$ cat src/timer_two_pkg.sv
// Constants, register map and field layout of the reload timer with capture
// Function
// - Control bits 7..0: high flag, low flag, low irq enable, capture, split, run, reserved, ext clock.
// - High overflow flag sets when the high byte wraps from 0xFF to 0x00.
// - In 16-bit mode the high flag sets on the 0xFFFF to 0x0000 wrap.
// - Enabled high overflow flag raises the timer interrupt request.
// - Overflow flags are never cleared by hardware, only by software.
// - Low overflow flag sets on every low byte wrap, in every mode.
// - Low byte overflow interrupts only with low irq enable and timer irq enabled.
// - Capture enabled: falling pin edge copies counter into reload pair, raises interrupt.
// - Split enable 0 gives one 16-bit counter, 1 gives two 8-bit counters.
// - In 16-bit mode the counter counts only while run control is 1, else holds.
// - In split mode run gates only the high byte; low byte always counts.
// - External clock select 0: timebase is system clock divided by 12.
// - External clock select 1: external clock divided by 8, synchronised first.
// - In split mode per-byte clock choices pick external tick or system clock.
// - Reload pair holds reload values, or captured counter bytes in capture mode.
// - Count bytes form one 16-bit count, or two independent 8-bit counts.
package timer_two_pkg;
    // Byte addresses of the word registers
    localparam logic [11:0] OFF_CONTROL = 12'h000;
    localparam logic [11:0] OFF_COUNT_LOW = 12'h004;
    localparam logic [11:0] OFF_COUNT_HIGH = 12'h008;
    localparam logic [11:0] OFF_RELOAD_LOW = 12'h00C;
    localparam logic [11:0] OFF_RELOAD_HIGH = 12'h010;
    localparam logic [11:0] OFF_CLOCK_CHOICE = 12'h014;
    localparam logic [11:0] OFF_IRQ_STATUS = 12'h018;
    localparam logic [11:0] OFF_IRQ_CLEAR = 12'h01C;
    localparam logic [11:0] OFF_IRQ_ENABLE = 12'h020;
    // Control register fields
    localparam int HIGH_FLAG_BIT = 7;
    localparam int LOW_FLAG_BIT = 6;
    localparam int LOW_IRQ_EN_BIT = 5;
    localparam int CAPTURE_EN_BIT = 4;
    localparam int SPLIT_EN_BIT = 3;
    localparam int RUN_BIT = 2;
    localparam int RESERVED_BIT = 1;
    localparam int EXT_CLK_SEL_BIT = 0;
    // Clock choice register fields
    localparam int LOW_CHOICE_BIT = 0;
    localparam int HIGH_CHOICE_BIT = 1;
    // Interrupt status, clear and enable fields
    localparam int IRQ_HIGH_BIT = 0;
    localparam int IRQ_LOW_BIT = 1;
    localparam int IRQ_CAPTURE_BIT = 2;
    // Values after reset
    localparam logic [7:0] CONTROL_RESET = 8'h00;
    localparam logic [7:0] BYTE_RESET = 8'h00;
    localparam logic [1:0] CHOICE_RESET = 2'h0;
    localparam logic [2:0] IRQ_RESET = 3'h0;
    // Timebase division counts and byte maximum
    localparam logic [3:0] SYS_DIV_COUNT = 4'hC;
    localparam logic [2:0] EXT_DIV_COUNT = 3'h7;
    localparam logic [7:0] BYTE_MAX = 8'hFF;
endpackage
$ cat src/reload_timer_with_capture.sv
// Reload timer with capture: APB registers, counter, capture and interrupt
//
// The APB register port and the placing of the registers were left to the implementer.
`timescale 1ns/1ps
module reload_timer_with_capture
    import timer_two_pkg::*;
(
    input wire logic core_clk_i,
    input wire logic resetn_i,
    input wire logic psel_i,
    input wire logic penable_i,
    input wire logic pwrite_i,
    input wire logic [11:0] paddr_i,
    input wire logic [31:0] pwdata_i,
    input wire logic [3:0] pstrb_i,
    output logic [31:0] prdata_o,
    output logic pready_o,
    output logic pslverr_o,
    input wire logic ext_clk_i,
    input wire logic capture_input_pin_i,
    output logic irq_o
);
    logic [7:0] ctrl_q, ctrl_d;
    logic [7:0] cnt_l_q, cnt_l_d, cnt_h_q, cnt_h_d;
    logic [7:0] rld_l_q, rld_l_d, rld_h_q, rld_h_d;
    logic [1:0] choice_q, choice_d;
    logic [2:0] st_q, st_d, en_q, en_d;
    logic [31:0] prdata_d;
    logic pready_d, pslverr_d, irq_d;
    logic cap1_q, cap2_q, cap3_q;
    logic base_tick, tick_l, tick_h, inc_l, inc_h, lo_wrap, hi_wrap, cap_evt;
    logic access, wr_en, wr_ctrl, wr_cnt_l, wr_cnt_h, wr_rld_l, wr_rld_h;
    logic split, run;

    // Address decode shared by read and write paths
    function automatic logic mapped(input logic [11:0] a);
        mapped = (a == OFF_CONTROL) || (a == OFF_COUNT_LOW) || (a == OFF_COUNT_HIGH) ||
            (a == OFF_RELOAD_LOW) || (a == OFF_RELOAD_HIGH) || (a == OFF_CLOCK_CHOICE) ||
            (a == OFF_IRQ_STATUS) || (a == OFF_IRQ_CLEAR) || (a == OFF_IRQ_ENABLE);
    endfunction

    ////////////////////////////////////////////////////////////////////////////
    // Timebase
    timebase_gen u_timebase (
        .core_clk_i(core_clk_i),
        .resetn_i(resetn_i),
        .ext_clk_i(ext_clk_i),
        .ext_select_i(ctrl_q[EXT_CLK_SEL_BIT]),
        .tick_o(base_tick)
    );

    ////////////////////////////////////////////////////////////////////////////
    // Bus strobes
    always_comb begin
        access = psel_i & penable_i & pready_o;
        wr_en = access & pwrite_i & pstrb_i[0];
        wr_ctrl = wr_en & (paddr_i == OFF_CONTROL);
        wr_cnt_l = wr_en & (paddr_i == OFF_COUNT_LOW);
        wr_cnt_h = wr_en & (paddr_i == OFF_COUNT_HIGH);
        wr_rld_l = wr_en & (paddr_i == OFF_RELOAD_LOW);
        wr_rld_h = wr_en & (paddr_i == OFF_RELOAD_HIGH);
        split = ctrl_q[SPLIT_EN_BIT];
        run = ctrl_q[RUN_BIT];
    end

    ////////////////////////////////////////////////////////////////////////////
    // Count enables and wraps
    always_comb begin
        // Per-byte choice: 1 picks the system clock, 0 the selected timebase
        tick_l = choice_q[LOW_CHOICE_BIT] | base_tick;
        tick_h = choice_q[HIGH_CHOICE_BIT] | base_tick;
        if (split) begin
            inc_l = tick_l;
            inc_h = run & tick_h;
        end else begin
            inc_l = run & tick_l;
            inc_h = inc_l & (cnt_l_q == BYTE_MAX);
        end
        lo_wrap = inc_l & (cnt_l_q == BYTE_MAX);
        hi_wrap = inc_h & (cnt_h_q == BYTE_MAX);
        cap_evt = ctrl_q[CAPTURE_EN_BIT] & cap3_q & ~cap2_q;
    end

    ////////////////////////////////////////////////////////////////////////////
    // Counter and reload next values
    always_comb begin
        cnt_l_d = cnt_l_q;
        cnt_h_d = cnt_h_q;
        rld_l_d = rld_l_q;
        rld_h_d = rld_h_q;
        // Low byte: own reload in split mode, full reload on 16-bit wrap
        if (lo_wrap && (split || hi_wrap)) begin
            cnt_l_d = rld_l_q;
        end else if (inc_l) begin
            cnt_l_d = cnt_l_q + 8'h01;
        end
        if (hi_wrap) begin
            cnt_h_d = rld_h_q;
        end else if (inc_h) begin
            cnt_h_d = cnt_h_q + 8'h01;
        end
        // Capture overwrites the reload pair with the live count
        if (cap_evt) begin
            rld_l_d = cnt_l_q;
            rld_h_d = cnt_h_q;
        end
        // Software writes take priority over counting
        if (wr_cnt_l) begin
            cnt_l_d = pwdata_i[7:0];
        end
        if (wr_cnt_h) begin
            cnt_h_d = pwdata_i[7:0];
        end
        if (wr_rld_l) begin
            rld_l_d = pwdata_i[7:0];
        end
        if (wr_rld_h) begin
            rld_h_d = pwdata_i[7:0];
        end
    end

    ////////////////////////////////////////////////////////////////////////////
    // Control, clock choice and interrupt next values
    always_comb begin
        ctrl_d = ctrl_q;
        choice_d = choice_q;
        en_d = en_q;
        st_d = st_q;
        if (wr_ctrl) begin
            ctrl_d = pwdata_i[7:0];
        end
        ctrl_d[RESERVED_BIT] = 1'b0;
        // Hardware sets win over a same-cycle software clear
        if (hi_wrap) begin
            ctrl_d[HIGH_FLAG_BIT] = 1'b1;
        end
        if (lo_wrap) begin
            ctrl_d[LOW_FLAG_BIT] = 1'b1;
        end
        if (wr_en && (paddr_i == OFF_CLOCK_CHOICE)) begin
            choice_d = pwdata_i[1:0];
        end
        if (wr_en && (paddr_i == OFF_IRQ_ENABLE)) begin
            en_d = pwdata_i[2:0];
        end
        if (wr_en && (paddr_i == OFF_IRQ_CLEAR)) begin
            st_d = st_q & ~pwdata_i[2:0];
        end
        st_d = st_d | {cap_evt, lo_wrap, hi_wrap};
        irq_d = (st_q[IRQ_HIGH_BIT] & en_q[IRQ_HIGH_BIT]) |
            (st_q[IRQ_LOW_BIT] & en_q[IRQ_LOW_BIT] & ctrl_q[LOW_IRQ_EN_BIT]) |
            (st_q[IRQ_CAPTURE_BIT] & en_q[IRQ_CAPTURE_BIT]);
    end

    ////////////////////////////////////////////////////////////////////////////
    // Read data and answer, prepared in the setup cycle
    always_comb begin
        prdata_d = prdata_o;
        pready_d = psel_i & ~penable_i;
        pslverr_d = 1'b0;
        if (psel_i && !penable_i) begin
            pslverr_d = ~mapped(paddr_i);
            prdata_d = 32'h0000_0000;
            unique case (paddr_i)
                OFF_CONTROL: prdata_d[7:0] = ctrl_q;
                OFF_COUNT_LOW: prdata_d[7:0] = cnt_l_q;
                OFF_COUNT_HIGH: prdata_d[7:0] = cnt_h_q;
                OFF_RELOAD_LOW: prdata_d[7:0] = rld_l_q;
                OFF_RELOAD_HIGH: prdata_d[7:0] = rld_h_q;
                OFF_CLOCK_CHOICE: prdata_d[1:0] = choice_q;
                OFF_IRQ_STATUS: prdata_d[2:0] = st_q;
                OFF_IRQ_ENABLE: prdata_d[2:0] = en_q;
                default: prdata_d = 32'h0000_0000;
            endcase
        end
    end

    ////////////////////////////////////////////////////////////////////////////
    // State registers
    always_ff @(posedge core_clk_i or negedge resetn_i) begin
        if (!resetn_i) begin
            ctrl_q <= CONTROL_RESET;
            cnt_l_q <= BYTE_RESET;
            cnt_h_q <= BYTE_RESET;
            rld_l_q <= BYTE_RESET;
            rld_h_q <= BYTE_RESET;
            choice_q <= CHOICE_RESET;
            st_q <= IRQ_RESET;
            en_q <= IRQ_RESET;
            irq_o <= 1'b0;
            prdata_o <= 32'h0000_0000;
            pready_o <= 1'b0;
            pslverr_o <= 1'b0;
            cap1_q <= 1'b1;
            cap2_q <= 1'b1;
            cap3_q <= 1'b1;
        end else begin
            ctrl_q <= ctrl_d;
            cnt_l_q <= cnt_l_d;
            cnt_h_q <= cnt_h_d;
            rld_l_q <= rld_l_d;
            rld_h_q <= rld_h_d;
            choice_q <= choice_d;
            st_q <= st_d;
            en_q <= en_d;
            irq_o <= irq_d;
            prdata_o <= prdata_d;
            pready_o <= pready_d;
            pslverr_o <= pslverr_d;
            cap1_q <= capture_input_pin_i;
            cap2_q <= cap1_q;
            cap3_q <= cap2_q;
        end
    end
endmodule

$ cat src/timebase_gen.sv
// Timebase for the timer: system clock over 12 or synchronised external clock over 8
`timescale 1ns/1ps
module timebase_gen
    import timer_two_pkg::*;
(
    input wire logic core_clk_i,
    input wire logic resetn_i,
    input wire logic ext_clk_i,
    input wire logic ext_select_i,
    output logic tick_o
);
    logic [3:0] sys_cnt_q, sys_cnt_d;
    logic [2:0] ext_cnt_q, ext_cnt_d;
    logic sync1_q, sync2_q, sync3_q;
    logic sys_tick, ext_edge, ext_tick, tick_d;

    ////////////////////////////////////////////////////////////////////////////
    // Next-state computation
    always_comb begin
        sys_tick = (sys_cnt_q == SYS_DIV_COUNT - 4'h1);
        sys_cnt_d = sys_tick ? 4'h0 : sys_cnt_q + 4'h1;
        ext_edge = sync2_q & ~sync3_q;
        ext_tick = ext_edge & (ext_cnt_q == EXT_DIV_COUNT);
        ext_cnt_d = ext_edge ? ext_cnt_q + 3'h1 : ext_cnt_q;
        tick_d = ext_select_i ? ext_tick : sys_tick;
    end

    // Registers, external clock through two sync flops first
    always_ff @(posedge core_clk_i or negedge resetn_i) begin
        if (!resetn_i) begin
            sys_cnt_q <= 4'h0;
            ext_cnt_q <= 3'h0;
            sync1_q <= 1'b0;
            sync2_q <= 1'b0;
            sync3_q <= 1'b0;
            tick_o <= 1'b0;
        end else begin
            sys_cnt_q <= sys_cnt_d;
            ext_cnt_q <= ext_cnt_d;
            sync1_q <= ext_clk_i;
            sync2_q <= sync1_q;
            sync3_q <= sync2_q;
            tick_o <= tick_d;
        end
    end
endmodule

$ cat config.mk
export PLATFORM = sky130hd
export DESIGN_NAME = reload_timer_with_capture
export DESIGN_NICKNAME = d
export VERILOG_FILES = /design/src/timer_two_pkg.sv /design/src/reload_timer_with_capture.sv /design/src/timebase_gen.sv
export SDC_FILE = /design/constraint.sdc
export NUM_CORES = 1
export LEC_CHECK = 0
export BUFFER_PORTS_ARGS = -buffer_cell sky130_fd_sc_hd__buf_2
export CAP_MARGIN = 5
export CORE_ASPECT_RATIO = 1.2
export CORE_UTILIZATION = 50
export CTS_BUF_LIST = sky130_fd_sc_hd__clkbuf_8
export CTS_CLUSTER_SIZE = 24
export DETAILED_ROUTE_END_ITERATION = 10
export HOLD_SLACK_MARGIN = 0.1
export PLACE_DENSITY = 0.74
export SYNTH_ARGS = -nofsm -noshare
export SYNTH_HDL_FRONTEND = slang
export SYNTH_SLANG_ARGS = --single-unit
$ cat constraint.sdc
create_clock -name core_clk_i -period 2.55 [get_ports core_clk_i]
set_clock_uncertainty 0.1 [all_clocks]
set_input_delay 0.51 -clock core_clk_i [delete_from_list [all_inputs] [get_ports core_clk_i]]
set_output_delay 0.51 -clock core_clk_i [all_outputs]
set_load 0.1 [all_outputs]
; Word level (Yosys, flattened, before mapping)
; Cells that the tools add are included.
[op_classes]
add_sub_neg = 4
n_eq_ne = 12
mux = 22
n_bitwise = 34
reduce_logical = 22
[op_table]
columns = op, n
row1 = two-way mux 8 bit, 11
row2 = "== test 12 x 5 -> 1 bit, second input constant", 4
row3 = one-hot mux 5 bit (5 select lines), 1
row4 = "== test 12 x 4 -> 1 bit, second input constant", 2
row5 = AND 1 bit, 23
row6 = "adder 8 x 1 -> 8 bit, second input constant", 2
row7 = "== test 8 bit, second input constant", 2
row8 = one-hot mux 2 bit (8 select lines), 1
row9 = "== test 12 x 3 -> 1 bit, second input constant", 1
row10 = "== test 12 x 6 -> 1 bit, second input constant", 1
row11 = zero test 12 bit, 1
row12 = logical OR 1 bit, 9
row13 = nonzero test 2 bit, 4
row14 = one-hot mux 1 bit (7 select lines), 1
row15 = two-way mux 1 bit, 6
row16 = nonzero test 3 bit, 2
row17 = logical AND 1 bit, 5
row18 = "adder 4 x 1 -> 4 bit, second input constant", 1
row19 = "== test 4 bit, second input constant", 1
row20 = two-way mux 4 bit, 1
row21 = NOT 1 bit, 4
row22 = bitwise OR 1 bit, 4
row23 = "adder 3 x 1 -> 3 bit, second input constant", 1
row24 = AND 3 bit, 1
row25 = 5 further kinds, 5
[totals]
register_bits = 72
output_inout_bits = 35
wordCells = 117

; Longest topological paths before layout
; Gate-level depths: netlist (run 1).
[depth]
word_depth = 11
ltp_mapped = 7
ltp_nobuf = 6

; Modules after synthesis
; From an unflattened synthesis (run 1), not the netlist that was laid out.
[unflattened]
hier_cells = 431
area_unflattened_um2 = 4310.4
[modules_own_cells]
columns = mod, instances, cells_each, area_each_um2
row1 = reload_timer_with_capture, 1, 401, 3863.7
row2 = timebase_gen, 1, 30, 446.7

; Least setup slack after synthesis (run 1)
; OpenSTA, ideal clock, no wires.
[synth_timing]
path_type = flip-flop to flip-flop
start = register pready_o
end = register en_q[0]
setup_ps = 125
t_arrival_ps = 2071
path_slack_ps = 254
stages_incl_launch_ff = 5
n_path_buf = 0
period_less_slack_ps = 2296
path_cell_list = dfrtp_1 nand3_1 nor2_1 and4_1 mux2_2
[synth_between]
elab_chain_len = 4
[synth_rtl]
columns = item, line
row1 = from (decl), reload_timer_with_capture.sv:17  ; output logic pready_o,
row2 = from (signal assigned), reload_timer_with_capture.sv:208  ; pready_o <= pready_d;
row3 = AND 1 bit, reload_timer_with_capture.sv:55  ; access = psel_i & penable_i & pready_o;
row4 = AND 1 bit (2 in a row), reload_timer_with_capture.sv:56  ; wr_en = access & pwrite_i & pstrb_i[0];
row5 = logical AND 1 bit, reload_timer_with_capture.sv:143  ; if (wr_en && (paddr_i == OFF_IRQ_ENABLE)) begin
row6 = to (signal assigned), reload_timer_with_capture.sv:205  ; en_q <= en_d;
row7 = to (decl), reload_timer_with_capture.sv:27  ; logic [2:0] st_q, st_d, en_q, en_d;
; Every way passes these cells.
; A chain may end at the register's enable or synchronous reset.

; Final worst setup path (run 1)
[layout_timing]
start = register cnt_l_q[1]
end = register cnt_h_q[5]
[layout_between]
elab_chain_len = 6
elab_cells_between_ends = 7
cone_classes = eq/ne (1) / mux (3) / bitwise (2) / reduce/logical (1)
[layout_rtl]
columns = item, line
row1 = from (decl), reload_timer_with_capture.sv:24  ; logic [7:0] cnt_l_q, cnt_l_d, cnt_h_q, cnt_h_d;
row2 = from (signal assigned), reload_timer_with_capture.sv:199  ; cnt_l_q <= cnt_l_d;
row3 = == test 8 bit (*), reload_timer_with_capture.sv:77  ; inc_h = inc_l & (cnt_l_q == BYTE_MAX);
row4 = AND 1 bit (*), reload_timer_with_capture.sv:77
row5 = two-way mux 1 bit (*), reload_timer_with_capture.sv:72  ; if (split) begin
row6 = AND 1 bit, reload_timer_with_capture.sv:80  ; hi_wrap = inc_h & (cnt_h_q == BYTE_MAX);
row7 = two-way mux 8 bit, reload_timer_with_capture.sv:97  ; if (hi_wrap) begin
row8 = two-way mux 8 bit, reload_timer_with_capture.sv:111  ; if (wr_cnt_h) begin
row9 = to (signal assigned), reload_timer_with_capture.sv:200  ; cnt_h_q <= cnt_h_d;
row10 = to (decl), reload_timer_with_capture.sv:24
; Mark *: on every way between the ends. The rest lies on a longest branch, timed or not.

==> results.md, run 1 <==
- Top_reg_cell synth: dfrtp_1
- Global-route wire length before repair: 16,000 um
- Vias in the first global route: between 3,000 and 4,000
- Crit path max fanout: 12
- Post-route cell area: roughly 4600 um^2
- Synthesized area per cell: approximately 10 um^2
- Worst Hold Class: in2reg
- Data arrival, critical path: roughly 2.4 ns
- Tot GR Track Use: 24.6%
- Total CTS buffers: 9
- Ys async rst share: 100%
- R2R Path End: cnt_h_q[5]
- Die width: about 85 um
- Post-DP HPWL: approximately 7000 um
- # diodes: 0
- Worst-Margin Slew: between 0.6 and 0.7 ns
- Mean routed wirelength per cell: between 15 and 20 um
- Dpl cell area: around 4400 um^2
- Worst setup EP type: register
- Power Dens Cells: ~550 nW/um^2
- Routability cong.: 0.903
- Worst vdd ir: 0.288 mV
- Setup tns final: 0 ns
- CTS tree: done
- Critical Path Start Type: register
- Multi-input gate area: between 2000 and 2500 um^2
- Die area: approximately 8600 um^2
- Clk pwr share: between 30% and 40%
- Final hold viol count: 0
- Top-area cell type share of the netlist area: a little over two fifths
- Cells after Synth: about 430
- CP startpoint: cnt_l_q[1]
- Vias/cell: 6.02
- Sequential power share: around 48%
- Initial core utilization: between 50% and 60%
- Fill cells: just under 700
- Worst endpoint required time: 2.71 ns
- Initial DRC Count: between 300 and 400
- Final setup vio count: 0
- Port Buffer Count: 38
- Largest area contributor in the netlist: dfrtp_1
- Clock Path Buffers: 2
- DRC errors left: 0
- Storage element area: about 1800 um^2
- # rows: 36
- F_max: 440 MHz
- R2R cell count: 6
- Core ar.: about 8100 um^2
- Sw Pwr: around 0.00081 W
- Tmin final: approximately 2.3 ns
- Overall routed net length: ~10000 um
- Most frequent cells after synthesis: 69 x dfrtp_1, 40 x nand2_1, 37 x nor2_1, 35 x a21oi_1, 32 x mux2i_1
- Largest net degree at the start of global routing: 73
- Die height: just over 100 um
- Top-count cell post-synth: dfrtp_1
- Via count: between 3,000 and 4,000
- Synth warn: 0
- Total congestion overflow: 0
- Pre-antenna DRT Iters: 5
- Final Cycle Share: about 90%
- Int Pwr: between 0.0015 and 0.002 W
- Synth top area cells: dfrtp_1 42%, mux2i_1 7.7%, buf_4 4.5%, a21oi_1 4.2%, nand2_1 3.6%
- Sw frac: between 30% and 40%
- Register bit count reported by yosys: around 70
- Layout Utilization: between 50% and 60%
- H-Tree Depth: 3
- Hold WS: 0.151 ns
- Fin. max-slew vios: 0
- Maximum Capacitance Violations: 0
- Layout cells sized above 1: between 10% and 20%
- EDFF count, synth: 0
- CTS root buf: clkbuf_8
- # IOs: 90
- Initial antenna violation count: 0
- Outcome: finished clean
- Clk_lat worst skew: about 0.35 ns
- CTS clk-pin slew, worst paths: 0.07 ns
- NumNets Final: between 500 and 600
- Cell Area, Synth: roughly 4100 um^2
- TritonCTS Sinks: between 70 and 80
- Max_slew headroom: roughly three fifths
- Area Overhead vs Synth: 10.3%
- CP endpoint: cnt_h_q[5]
- Critical path class: reg2reg
- Synth cell types: around 60
- Part of the power in combinational logic: a little under a fifth
- Leakage: between 2 and 2.5 nW
- FF-to-FF setup slack: between 0.2 and 0.3 ns
- RSZ-0062 raised after global routing: false
- Antenna-violating nets left: 0
- RR Startpoint: cnt_l_q[1]
- Register area share after synthesis: roughly 44%
-- routing by layer --
metal | vias up | track usage (%) | share of wire, % | routed length, um
li1 | 1596 | - | - | -
met1 | 1622 | 28.4 | 40 | 4000
met2 | 160 | 42.0 | 51 | 5030
met3 | 34 | 4.81 | 5.7 | 568
met4 | 0 | 16.3 | 3.5 | 352
met5 | - | 0 | 0 | 0
-- worst min-delay path by stage --
stage / startpoint / to / depth (start not counted)
finish: capture_input_pin_i / cap1_q / 1
floorplan: resetn_i / choice_q[0] / 0
global route: capture_input_pin_i / cap1_q / 1
detailed placement: u_timebase.sync1_q / u_timebase.sync2_q / 0
CTS: capture_input_pin_i / cap1_q / 1
global placement: u_timebase.sync1_q / u_timebase.sync2_q / 0
-- worst max-delay path: stages, from the launching register on --
cell and delay, ns:
dfrtp_1 0.47, ha_1 0.28, nand4_1 0.17, o21bai_1 0.29
and2_1 0.48, a21oi_1 0.12, o31ai_1 0.26
-- cells in the final DEF, fill, tap and decap left out, drive strengths merged, types with 2 or more instances in the layout --
master	instances
dfrtp	69
buf	51
nand2	41
nor2	37
a21oi	35
mux2i	32
conb	24
o21ai	17
mux2	15
nand3	13
a31oi	12
clkbuf	12
nand4	10
nor3	9
and3	6
a22o	6
and2	5
and4	5
o31ai	5
a21o	5
ha	5
inv	5
nand3b	4
o2bb2ai	4
o211ai	4
xnor2	3
dfstp	3
or4	2
nand2b	2
o21ba	2
a31o	2
a41o	2
xor2	2
o21a	2
mux4	2
a41oi	2
clkinv	2
-- cell type report --
class | count | share of cell area (%)
repair buffers | 52 | 6.79
well taps | 95 | 2.60
flip-flops and latches | 72 | 39.5
clock inverters | 4 | 0.438
clock buffers | 12 | 3.62
multi-input cells | 328 | 46.7
inverters | 4 | 0.329
-- logic make-up after synthesis --
logic type	synth area share, %
AOI/OAI and AO/OA	16.7
xor gates and xnor gates	1.06
adders and majority gates	1.51
buffers and inverters	6.95
DFF	43.6
muxes	12.9
other	0.0906
and+or+nand+nor	17.2
-- state kept, by name, indices dropped and copies added, names as in the netlist, 2 cells and up --
| signal | count |
|---|---|
| cnt_h_q | 8 |
| u_timebase.sys_cnt_q | 4 |
| rld_h_q | 8 |
| st_q | 3 |
| choice_q | 2 |
| ctrl_q | 7 |
| rld_l_q | 8 |
| prdata_o | 8 |
| en_q | 3 |
| cnt_l_q | 8 |
| u_timebase.ext_cnt_q | 3 |
-- stage by stage --
stage,setup WS (ns),instances,power (W)
after floorplan,0.254,449,0.00163
final,0.275,567,0.00252
after global placement,0.117,550,0.00170
after detailed placement,0.102,550,0.00171
after CTS,0.311,567,0.00255
after global routing,0.0650,567,0.00264
-- timing repair --
action / CTS / global route
resized for setup: 0 / 0
buffers inserted: 0 / 0
hold buffers: 1 / 0
hold endpoints to repair: 69 / 0
-- power groups by stage --
stage,Sequential (W),Combinational [W],Clock (W)
CTS,0.00121,0.000478,0.000857
floorplan,0.00134,0.000294,0
global route,0.00121,0.000510,0.000913
finish,0.00121,0.000476,0.000830
detailed placement,0.00123,0.000475,0
global placement,0.00123,0.000470,0
No activity file was read; power rests on OpenSTA's default activity.
==> inputs of run 2 (changes only) <==
Settings changed: ABC_AREA from default to 1, CTS_CLUSTER_SIZE 24 to default.
==> run 2 against run 1 <==
Fmax up 11%. First-iteration DRC count shrank 2.9%. Sequential cell count stayed put. Non-clock buffer count down 8. Critical endpoint is now cnt_l_q[1]. Largest power group unchanged.
==> results.md, run 2 <==
- # rows: 36 (unchanged)
- Cells after Synth: 557 (+31%)
- Die height: 104 um (+2.2%)
- Worst Hold Class: in2reg
- Post-Synth Simple-Gate Area: 34.3% (+17 points)
- Initial antenna violation count: 0 (unchanged)
- Outcome: finished clean
- Synth top area cells: dfrtp_1 40%, nand2_1 14%, nand3_1 8.7%, buf_4 4.5%, inv_1 3.6%
- Setup Fix Bufs, Post-CTS: 0 (unchanged)
- Final setup vio count: 0 (unchanged)
- Largest family of logic cells by synthesized area: simple AND/OR/NAND/NOR gates
- Data arrival, critical path: 2.21 ns (-0.22 ns)
- Critical Path Start Type: register
- Initial DRC Count: 331 (-2.9%)
- CTS tree: done
- EDFF count, synth: 0 (unchanged)
- Pre-CTS WS: 0.387 ns (+0.285 ns)
- CTS clk-pin slew, worst paths: 0.08 ns (about the same)
- # diodes: 0 (unchanged)
- Post-CTS Hold Buffers: 0 (-1)
- Crit path max fanout: 14 (+2)
- Cell Area, Synth: 4330 um^2 (+4.5%)
- GR Layer Usage met1: 31.2% (+2.9 points)
- Leakage: 2.36 nW (+9.0%)
- Synthesized area per cell: 7.77 um^2 (-20%)
- Most frequent cells after synthesis: 162 x nand2_1, 75 x nand3_1, 69 x dfrtp_1, 42 x inv_1, 36 x nor2_1
- Worst vdd ir: 0.328 mV (+14%)
- Power Dens Cells: 548 nW/um^2 (-0.47%)
- Multiplexer share of the synthesized area: 0.521% (-12 points)
- Total congestion overflow: 0 (unchanged)
- Clock Path Buffers: 2 (unchanged)
- Met2 usage: 41.1% (-0.94 points)
- Vias/cell: 5.34 (-11%)
- Final Cycle Share: 80.4% (-8.8 points)
- Antenna-violating nets left: 0 (unchanged)
- Initial core utilization: 52.5% (+1.1 points)
- Fin. max-slew vios: 0 (unchanged)
- Top_reg_cell synth: dfrtp_1
- # IOs: 90 (unchanged)
- Overall power: 0.00261 W (+3.8%)
- H-Tree Depth: 3 (unchanged)
- Final hold viol count: 0 (unchanged)
- Top-area cell type share of the netlist area: 39.9% (-1.8 points)
- Worst endpoint required time: 2.71 ns (about the same)
- Mean routed wirelength per cell: 14.7 um (-16%)
- Maximum Capacitance Violations: 0 (unchanged)
- Hold WS: 0.139 ns (-0.0115 ns)
- Gr busiest metal: met2
- Core ar.: 8240 um^2 (+2.2%)
- Worst-Margin Slew: 0.895 ns (+0.266 ns)
- Worst setup EP type: register
- NumNets Final: 660 (+25%)
- Overall routed net length: 10,600 um (+6.0%)
- Post-Synth XOR/XNOR Area: 2.23% (+1.2 points)
- Die area: 9030 um^2 (+4.4%)
- Commonest non-fill, non-tap cells in the layout: 162 x nand2_1, 75 x nand3_1, 69 x dfrtp_1, 42 x inv_1, 37 x buf_2
- Critical path class: reg2reg
- Top-count cell post-synth: nand2_1
- Register area share after synthesis: 41.7% (-1.9 points)
- Synth Area in Compound Gates: 9.43% (-7.2 points)
- Vias in the first global route: 3,489 (+8.6%)
- Largest area contributor in the netlist: dfrtp_1
- Synth warn: 0 (unchanged)
- Worst Slack Setup Final: 0.499 ns (+0.224 ns)
- Total CTS buffers: 9 (unchanged)
- Clk_lat worst skew: 0.36 ns (about the same)
- Adder-Cell Fraction of Synth Area: 1.45% (-0.065 points)
- Post-DP HPWL: 8080 um (+12%)
- Most common cell after layout, fill and taps aside: nand2_1
- Ys async rst share: 100% (unchanged)
- DRC errors left: 0 (unchanged)
- Synth cell types: 38 (-36%)
- Pre-antenna DRT Iters: 7 (+2)
- Port Buffer Count: 38 (unchanged)
- RSZ-0062 raised after global routing: false
- Routability cong.: 0.961 (+6.4%)
- Tot GR Track Use: 25.0% (+0.36 points)
- Max_slew headroom: 40.3% (-18 points)
- Die width: 86.9 um (+2.2%)
- Layout cells sized above 1: 18.8% (-0.22 points)
- CTS root buf: clkbuf_8
- Largest net degree at the start of global routing: 73 (unchanged)
- Setup tns final: 0 ns (unchanged)
- Register bit count reported by yosys: 72 (unchanged)
- Global-route wire length before repair: 17,100 um (+7.0%)
- CTS resizes: 0 (unchanged)
- Via count: 3,839 (+13%)
- TritonCTS Sinks: 72 (unchanged)
- F_max: 487 MHz (+11%)
- Tmin final: 2.05 ns (-0.224 ns)
- Fill cells: 769 (+11%)
- Grt met3 use: 4.29% (-0.52 points)
- Area Overhead vs Synth: 10.1%
run 2: cell types whose count changed in the layout (fill, tap and decap cells not counted), moves of 7 or more:
| cell | previous run | this run |
|---|---|---|
| o21ai_0 | 10 | 22 |
| nor2_2 | 0 | 7 |
| inv_2 | 1 | 9 |
| a31oi_1 | 12 | 0 |
| mux2_1 | 7 | 0 |
| nand3_1 | 12 | 75 |
| inv_1 | 4 | 42 |
| nand2_1 | 40 | 162 |
| mux2i_1 | 32 | 0 |
| nand4_1 | 9 | 2 |
| a21oi_1 | 35 | 3 |
| nand2_2 | 1 | 8 |
run 2: metrics by stage:
step	cell area [um^2]	instances	utilization, %
after floorplan	4410	580	-
after global placement	4540	703	55.1
after detailed placement	4540	703	55.1
after CTS	4760	719	57.8
after global routing	4760	719	57.8
final	4760	719	57.8
run 2: report_power, final:
group | internal [W] | switching [W] | leakage [nW]
registers | 0.00118 | 0.0000202 | 0.935
clock network | 0.000552 | 0.000457 | 0.113
logic | 0.0000684 | 0.000331 | 1.31
run 2: routing by layer:
layer  share of wire [%]  vias to the layer above
met5                   0                        -
met2                  50                      170
li1                    -                     1858
met3                 6.0                       29
met1                  41                     1782
met4                 3.3                        0
run 2: worst max-delay path, cell delays in order, from the launching register on:
cell     delay [ns]
dfrtp_1        0.45
ha_1           0.23
nand3_2        0.13
nor2_2         0.12
nand2_2        0.08
nand2_4        0.09
nand3_4        0.21
nand2_4        0.20
nand2_2        0.11
nand2_1        0.08
nand2_1        0.04
nand2_1        0.05
nand2_1        0.05
run 2: cell families (layout without fill, tap and decap cells):
| kind of cell | after synthesis | count (layout) |
|---|---|---|
| xor+xnor | 11 | 11 |
| fa+ha+maj | 5 | 5 |
| mux | 2 | 2 |
| buf+inv | 86 | 111 |
| simple gates | 320 | 320 |
| compound gates | 60 | 60 |
| other cells | 1 | 24 |
| flops | 72 | 72 |
run 2: final cells by class:
type	count	area (um^2)	area share [%]
Clock buffer	9	124	2.60
Clock inverter	7	96.3	2.02
Inverter	51	191	4.02
Multi-Input combinational cell	422	2160	45.5
Sequential cell	72	1810	37.9
Tap cell	114	143	3.00
Timing Repair Buffer	44	238	4.99
run 2: path summary, 6_finish.rpt:
path                       cells after the start                 end                 from  slack (ns)
setup reg to reg                              12          cnt_l_q[1]           cnt_l_q[0]        0.50
max in group asynchronous                      1  u_timebase.sync1_q             resetn_i        1.60
hold / removal                                 1              cap1_q  capture_input_pin_i        0.14
setup / recovery                              12          cnt_l_q[1]           cnt_l_q[0]        0.50
hold reg to reg                                0  u_timebase.sync2_q   u_timebase.sync1_q        0.25
min in group asynchronous                      1          rld_l_q[4]             resetn_i        0.18
